==> src/pkg/bcb_defs.svh <==
// Register offsets, field positions and reset values of the channel B break conditions
`ifndef BCB_DEFS_SVH
`define BCB_DEFS_SVH

// ****************************************
// Register offsets
// ****************************************
`define BCB_OFS_ADDR_MASK_LOW  32'hffffff66
`define BCB_OFS_CYCLE_SELECT   32'hffffff68
`define BCB_OFS_DATA_HIGH      32'hffffff70
`define BCB_OFS_DATA_LOW       32'hffffff72
`define BCB_OFS_DATA_MASK_HIGH 32'hffffff74
`define BCB_OFS_DATA_MASK_LOW  32'hffffff76

// ****************************************
// Field positions of the cycle select register
// ****************************************
`define BCB_CP_HI 7
`define BCB_CP_LO 6
`define BCB_ID_HI 5
`define BCB_ID_LO 4
`define BCB_RW_HI 3
`define BCB_RW_LO 2
`define BCB_SZ_HI 1
`define BCB_SZ_LO 0

// ****************************************
// Reset values
// ****************************************
`define BCB_RST_REG16 16'h0000
`define BCB_RST_SEL8  8'h00

`endif

==> src/pkg/bcb_pkg.sv <==
// Types shared by the channel B break condition logic
package bcb_pkg;

	// Operand size of a monitored cycle, and size select codes
	typedef enum logic [1:0] {
		BCB_SZ_ANY  = 2'h0,
		BCB_SZ_BYTE = 2'h1,
		BCB_SZ_WORD = 2'h2,
		BCB_SZ_LONG = 2'h3
	} bcb_size_t;

	// Two-bit selection field
	typedef logic [1:0] bcb_sel_t;

endpackage

==> src/rtl/bcb_mask_cmp.sv <==
// Masked equality compare, one bit position per generate entry
`timescale 1ns/1ps
module bcb_mask_cmp #(
	parameter int W = 32
) (
	// Operands
	input  wire logic [W-1:0] i_value,
	input  wire logic [W-1:0] i_ref,
	input  wire logic [W-1:0] i_mask,
	// Result
	output logic              o_hit
);

	logic [W-1:0] bit_hit;

	// A set mask bit drops that position from the compare
	for (genvar i = 0; i < W; i++) begin : g_bit
		assign bit_hit[i] = i_mask[i] | (i_value[i] == i_ref[i]);
	end

	assign o_hit = &bit_hit;

endmodule

==> src/rtl/bcb_top.sv <==
// Channel B break condition registers and match logic
`timescale 1ns/1ps
`include "bcb_defs.svh"

module bcb_top (
	// Clock and reset
	input  wire logic        i_clk,
	input  wire logic        i_sys_rst,
	// Register port
	input  wire logic [31:0] i_addr,
	input  wire logic [15:0] i_wdata,
	input  wire logic        i_wr,
	input  wire logic        i_rd,
	output logic      [15:0] o_rdata,
	// Channel B address value and upper address mask
	input  wire logic [31:0] i_break_addr_b,
	input  wire logic [15:0] i_addr_mask_b_high,
	// Monitored bus cycle
	input  wire logic        i_mon_valid,
	input  wire logic [31:0] i_mon_addr,
	input  wire logic [31:0] i_mon_data,
	input  wire logic        i_mon_periph,
	input  wire logic        i_mon_fetch,
	input  wire logic        i_mon_write,
	input  wire logic [1:0]  i_mon_size,
	// Match result
	output logic             o_match_b
);

	// ****************************************
	// Registers
	// ****************************************
	logic [15:0] addr_mask_b_low_bits;
	logic [15:0] break_data_b_high_bits;
	logic [15:0] break_data_b_low_bits;
	logic [15:0] data_mask_b_high_bits;
	logic [15:0] data_mask_b_low_bits;
	logic [7:0]  cycle_select;
	logic [15:0] next_addr_mask_b_low_bits;
	logic [15:0] next_break_data_b_high_bits;
	logic [15:0] next_break_data_b_low_bits;
	logic [15:0] next_data_mask_b_high_bits;
	logic [15:0] next_data_mask_b_low_bits;
	logic [7:0]  next_cycle_select;
	logic [15:0] next_rdata;

	bcb_pkg::bcb_sel_t cpu_periph_select_b;
	bcb_pkg::bcb_sel_t fetch_data_select_b;
	bcb_pkg::bcb_sel_t read_write_select_b;
	bcb_pkg::bcb_sel_t operand_size_select_b;

	assign cpu_periph_select_b   = cycle_select[`BCB_CP_HI:`BCB_CP_LO];
	assign fetch_data_select_b   = cycle_select[`BCB_ID_HI:`BCB_ID_LO];
	assign read_write_select_b   = cycle_select[`BCB_RW_HI:`BCB_RW_LO];
	assign operand_size_select_b = cycle_select[`BCB_SZ_HI:`BCB_SZ_LO];

	always_comb begin
		next_addr_mask_b_low_bits   = addr_mask_b_low_bits;
		next_break_data_b_high_bits = break_data_b_high_bits;
		next_break_data_b_low_bits  = break_data_b_low_bits;
		next_data_mask_b_high_bits  = data_mask_b_high_bits;
		next_data_mask_b_low_bits   = data_mask_b_low_bits;
		next_cycle_select           = cycle_select;
		if (i_wr) begin
			unique case (i_addr)
				`BCB_OFS_ADDR_MASK_LOW:  next_addr_mask_b_low_bits = i_wdata;
				`BCB_OFS_DATA_HIGH:      next_break_data_b_high_bits = i_wdata;
				`BCB_OFS_DATA_LOW:       next_break_data_b_low_bits = i_wdata;
				`BCB_OFS_DATA_MASK_HIGH: next_data_mask_b_high_bits = i_wdata;
				`BCB_OFS_DATA_MASK_LOW:  next_data_mask_b_low_bits = i_wdata;
				`BCB_OFS_CYCLE_SELECT:   next_cycle_select = i_wdata[7:0];
				default: begin
				end
			endcase
		end
	end

	// Read data in the cycle after the read strobe, zero elsewhere
	always_comb begin
		next_rdata = 16'h0000;
		if (i_rd) begin
			unique case (i_addr)
				`BCB_OFS_ADDR_MASK_LOW:  next_rdata = addr_mask_b_low_bits;
				`BCB_OFS_DATA_HIGH:      next_rdata = break_data_b_high_bits;
				`BCB_OFS_DATA_LOW:       next_rdata = break_data_b_low_bits;
				`BCB_OFS_DATA_MASK_HIGH: next_rdata = data_mask_b_high_bits;
				`BCB_OFS_DATA_MASK_LOW:  next_rdata = data_mask_b_low_bits;
				`BCB_OFS_CYCLE_SELECT:   next_rdata = {8'h00, cycle_select};
				default:                 next_rdata = 16'h0000;
			endcase
		end
	end

	always_ff @(posedge i_clk or posedge i_sys_rst) begin
		if (i_sys_rst) begin
			addr_mask_b_low_bits   <= `BCB_RST_REG16;
			break_data_b_high_bits <= `BCB_RST_REG16;
			break_data_b_low_bits  <= `BCB_RST_REG16;
			data_mask_b_high_bits  <= `BCB_RST_REG16;
			data_mask_b_low_bits   <= `BCB_RST_REG16;
			cycle_select           <= `BCB_RST_SEL8;
			o_rdata                <= `BCB_RST_REG16;
		end else begin
			addr_mask_b_low_bits   <= next_addr_mask_b_low_bits;
			break_data_b_high_bits <= next_break_data_b_high_bits;
			break_data_b_low_bits  <= next_break_data_b_low_bits;
			data_mask_b_high_bits  <= next_data_mask_b_high_bits;
			data_mask_b_low_bits   <= next_data_mask_b_low_bits;
			cycle_select           <= next_cycle_select;
			o_rdata                <= next_rdata;
		end
	end

	// ****************************************
	// Match logic
	// ****************************************
	logic addr_hit;
	logic data_hit;
	logic cp_ok;
	logic id_ok;
	logic rw_ok;
	logic sz_ok;
	logic next_match_b;

	bcb_mask_cmp #(.W(32)) u_addr_cmp (
		.i_value (i_mon_addr),
		.i_ref   (i_break_addr_b),
		.i_mask  ({i_addr_mask_b_high, addr_mask_b_low_bits}),
		.o_hit   (addr_hit)
	);

	bcb_mask_cmp #(.W(32)) u_data_cmp (
		.i_value (i_mon_data),
		.i_ref   ({break_data_b_high_bits, break_data_b_low_bits}),
		.i_mask  ({data_mask_b_high_bits, data_mask_b_low_bits}),
		.o_hit   (data_hit)
	);

	always_comb begin
		cp_ok = i_mon_periph ? cpu_periph_select_b[1] : cpu_periph_select_b[0];
		id_ok = i_mon_fetch ? fetch_data_select_b[0] : fetch_data_select_b[1];
		rw_ok = i_mon_write ? read_write_select_b[1] : read_write_select_b[0];
		sz_ok = (operand_size_select_b == bcb_pkg::BCB_SZ_ANY)
			|| (operand_size_select_b == i_mon_size);
		next_match_b = i_mon_valid & addr_hit & data_hit
			& cp_ok & id_ok & rw_ok & sz_ok;
	end

	always_ff @(posedge i_clk or posedge i_sys_rst) begin
		if (i_sys_rst) begin
			o_match_b <= 1'b0;
		end else begin
			o_match_b <= next_match_b;
		end
	end
endmodule

==> config.mk <==
export PLATFORM = sky130hd
export DESIGN_NAME = bcb_top
export DESIGN_NICKNAME = d
export VERILOG_FILES = /design/src/pkg/bcb_pkg.sv /design/src/rtl/bcb_mask_cmp.sv /design/src/rtl/bcb_top.sv
export VERILOG_INCLUDE_DIRS = /design/src /design/src/pkg
export SDC_FILE = /design/constraint.sdc
export NUM_CORES = 1
export LEC_CHECK = 0
export BUFFER_PORTS_ARGS = -buffer_cell sky130_fd_sc_hd__buf_4
export CORE_MARGIN = 2
export CORE_UTILIZATION = 46
export DETAILED_ROUTE_END_ITERATION = 6
export GPL_TIMING_DRIVEN = 1
export MAX_ROUTING_LAYER = met4
export PLACE_DENSITY = 0.77
export RECOVER_POWER = 50
export SLEW_MARGIN = 10
export SYNTH_ARGS = -nofsm -noshare
export SYNTH_HDL_FRONTEND = slang
export SYNTH_SLANG_ARGS = --single-unit
==> constraint.sdc <==
create_clock -name i_clk -period 3.1 [get_ports i_clk]
set_input_delay 0.465 -clock i_clk [delete_from_list [all_inputs] [get_ports i_clk]]
set_output_delay 0.465 -clock i_clk [all_outputs]
set_load 0.05 [all_outputs]
==> metrics.md <==
| Metric | Value |
|---|---|
| Cts hold-fix bufs | `0` |
| Final max-slew violation count | `106` |
| Final Util | `0.623` |
| Synth cell types | `41` |
| CP max stage cell | `nand2b_1` |
| Post-route DRC | `0` |
| CP endpoint | `break_data_b_low_bits[12]$_DFFE_PP0P_` |
| Overall power | `just over 3 mW` |
| Worst setup path startpoint | `i_addr[0]` |
| Yosys warns | `0` |
| Clock-pin slew on the worst setup and hold paths | `0.07 ns` |
| 1st-pass router iterations | `6` |
| Post-layout min period | `2.48 ns` |
| Final number of setup-violating endpoints | `0` |
| Top Layer Used | `met4` |
| Die width | `114 µm` |
| Routability Congestion | `between 0.8 and 0.9` |
| Commonest cells post-synth | `dfrtp_1 (105), mux2_1 (73), xnor2_1 (64), o22ai_1 (23)` |
| H-tree Lvls | `3` |
| Worst-path fanout max | `16` |
| Max-cap violations | `1` |
| Cell taking the most area after synthesis | `dfrtp_1` |
| Most common flop cell mapped by yosys | `dfrtp_1` |
| CP cell instances | `buf_4, nor2_1, nand2_1, nor3_2, nand2b_1, mux2_1` |
| Initial core utilization | `0.468` |
| Longest Clk Path Bufs | `2` |
| Vias in the first global route | `4643` |
| Critical Path AT | `2.70 ns` |
| Synth Cell Area | `around 0.0056 mm²` |
| Rows | `40` |
| WS Path Type | `in2reg` |
| R2R setup slack | `roughly 1.1 ns` |
| Critical Path Start Type | `input pin` |
| Worst flop-to-flop path endpoint | `o_match_b$_DFF_PP0_` |
| Post-Syn Area per Cell | `between 10 and 15 µm²` |
| Worst endpoint required time | `between 3 and 4 ns` |
| Reg-to-reg critical path startpoint | `break_data_b_low_bits[1]$_DFFE_PP0P_` |
| Syn_nets | `610` |
| Routed WL per cell | `roughly 22 µm` |
| Most numerous cell in the Yosys netlist | `dfrtp_1` |
| Filler cell count | `974` |
| Sequential area share after synthesis | `0.469` |
| Top delay family on crit path | `simple AND/OR/NAND/NOR gates` |
| Synth Register Bits | `105` |
| Share of flip-flops with an asynchronous set or reset | `1.00` |
| Synth-to-Final Area Change | `33.2%` |
| Status | `complete, but fails checks` |
| Worst-Margin Slew | `about 2.4 ns` |
| Power Dens Cells | `415 mW/mm²` |
| Die area | `around 0.013 mm²` |
| Initial antenna violation count | `0` |
| Buffers added on ports | `186` |
| Hold crit path type | `in2reg` |
| Post-CTS Setup Inserts | `0` |
| Stages on worst setup path | `6` |
| Number of CTS-inserted buffers | `9` |
| Global-route wire length before repair | `25600 µm` |
| Top cell type's share of synthesized area | `0.469` |
| Gate Count Post-Synth | `440` |
| Slew headroom | `-0.571` |
| Total I/O pin count | `187` |
| Sum of negative setup slack | `0 ns` |
| Final Hold Violating Endpoints | `0` |
| RSZ-0062 raised after global routing | `no` |
| Met3 wire length | `1380 µm` |
| FF-to-FF path depth | `6` |
| Ratio of cells with drive above 1 in the final layout | `0.374` |
| FMAX | `402 MHz` |
| Core area | `0.0120 mm²` |
| Setup clock skew after layout | `around 0.0088 ns` |
| ANT cells | `0` |
| CTS resizes | `0` |
| DRC marker count from the first detailed-route iteration | `a little over 300` |
| Die H | `~110 µm` |
| Critical path endpoint category | `flop` |
| EDFF count, synth | `0` |
| Failing checks | `max-capacitance violations, max-slew violations` |
| GRT Overall Usage | `0.272` |
| Leak | `3.67 nW` |
| CTS tree | `built` |
| Clock root buffer | `clkbuf_16` |
| WL final | `16800 µm` |
| Largest net degree at the start of global routing | `roughly 110` |
| Via density | `~5.9` |
| Post-route ant nets | `0` |
| Wire length on met1 | `6530 µm` |
| Main area contributors after synthesis | `dfrtp_1 (47%), mux2_1 (15%), xnor2_1 (10%)` |
| Metal2 WL | `8500 µm` |
| Worst-Skew Late Latency | `0.35 ns` |
| Congestion Overflow GR | `0` |
| Hpwl dp | `12400 µm` |
| WP buf/inv | `1` |
| Final period utilization | `0.802` |
| Max stage delay on crit path | `around 0.67 ns` |
| Clock Sinks | `105` |
| Maximum VDD drop | `between 0.2 and 0.25 mV` |
| Number of nets in the layout | `roughly 800` |
| Via Count | `4552` |
## stage by stage
stage	hold slack, ns	cells	setup slack (ns)	instance area, µm²
global placement	0.498	762	0.355	7140
detailed placement	0.510	762	0.291	7140
global route	0.365	778	0.222	7460
finish	0.369	778	0.615	7460
CTS	0.316	778	0.588	7500
floorplan	0.481	440	1.12	5600
## cell type report
type | count | area, µm² | area share
multi-input cells | 312 | 2830 | 0.380
repair buffers | 195 | 1430 | 0.192
clock buffers | 12 | 267 | 0.0357
well taps | 147 | 184 | 0.0247
clock inverters | 4 | 97.6 | 0.0131
inverters | 3 | 15.0 | 0.00201
flip-flops and latches | 105 | 2630 | 0.352
## report_power, final
group	total, mW	leakage (nW)	internal [mW]	switching (mW)
logic	0.362	2.03	0.205	0.157
clock network	1.36	0.175	0.856	0.504
registers	1.37	1.47	1.37	0.00000000874
## state kept, by name, summed over array words and instances, names as in the netlist
name	cells
break_data_b_low_bits	16
break_data_b_high_bits	16
o_rdata	16
o_match_b	1
addr_mask_b_low_bits	16
data_mask_b_low_bits	16
data_mask_b_high_bits	16
cycle_select	8
## placed cells by master (no fill, tap or decap), drive strengths merged, types with 3 or more instances in the layout
cell type and n:
mux2 96, bufinv 3, xnor2 64, dfrtp 105, and2 8, nand4 7, o22a 4, o21ai 3
a22oi 16, o221ai 12, nor2 20, nand3 3, a222oi 8, o22ai 23, clkbuf 20, a22o 8
nor4 3, nor3 6, mux2i 10, buf 187, nand2b 6
## metal layers
metal	vias up	GRT usage
li1	2026	-
met1	2248	0.334
met2	248	0.456
met3	30	0.0487
met4	0	0.0894
met5	-	-
## kinds of logic after synthesis
kind of cell,Yosys count,synth area share
muxes,106,0.223
and+or+nand+nor,63,0.0751
buffers and inverters,23,0.0241
AOI/OAI and AO/OA,79,0.108
xor gates and xnor gates,64,0.100
DFF,105,0.469
## worst min path at each step
stage          depth (start not counted)  slack, ns                                     to                                  from
2_1_floorplan                          1       0.48   data_mask_b_low_bits[15]$_DFFE_PP0P_  data_mask_b_low_bits[15]$_DFFE_PP0P_
3_3_place_gp                           1       0.50   data_mask_b_low_bits[11]$_DFFE_PP0P_  data_mask_b_low_bits[11]$_DFFE_PP0P_
3_5_place_dp                           1       0.51   data_mask_b_high_bits[8]$_DFFE_PP0P_  data_mask_b_high_bits[8]$_DFFE_PP0P_
4_1_cts                                3       0.32            cycle_select[6]$_DFFE_PP0P_                             i_sys_rst
5_1_grt                                2       0.36  break_data_b_low_bits[11]$_DFFE_PP0P_                           i_wdata[11]
6_report                               2       0.37  break_data_b_low_bits[11]$_DFFE_PP0P_                           i_wdata[11]
(Power assumes the default switching activity.)
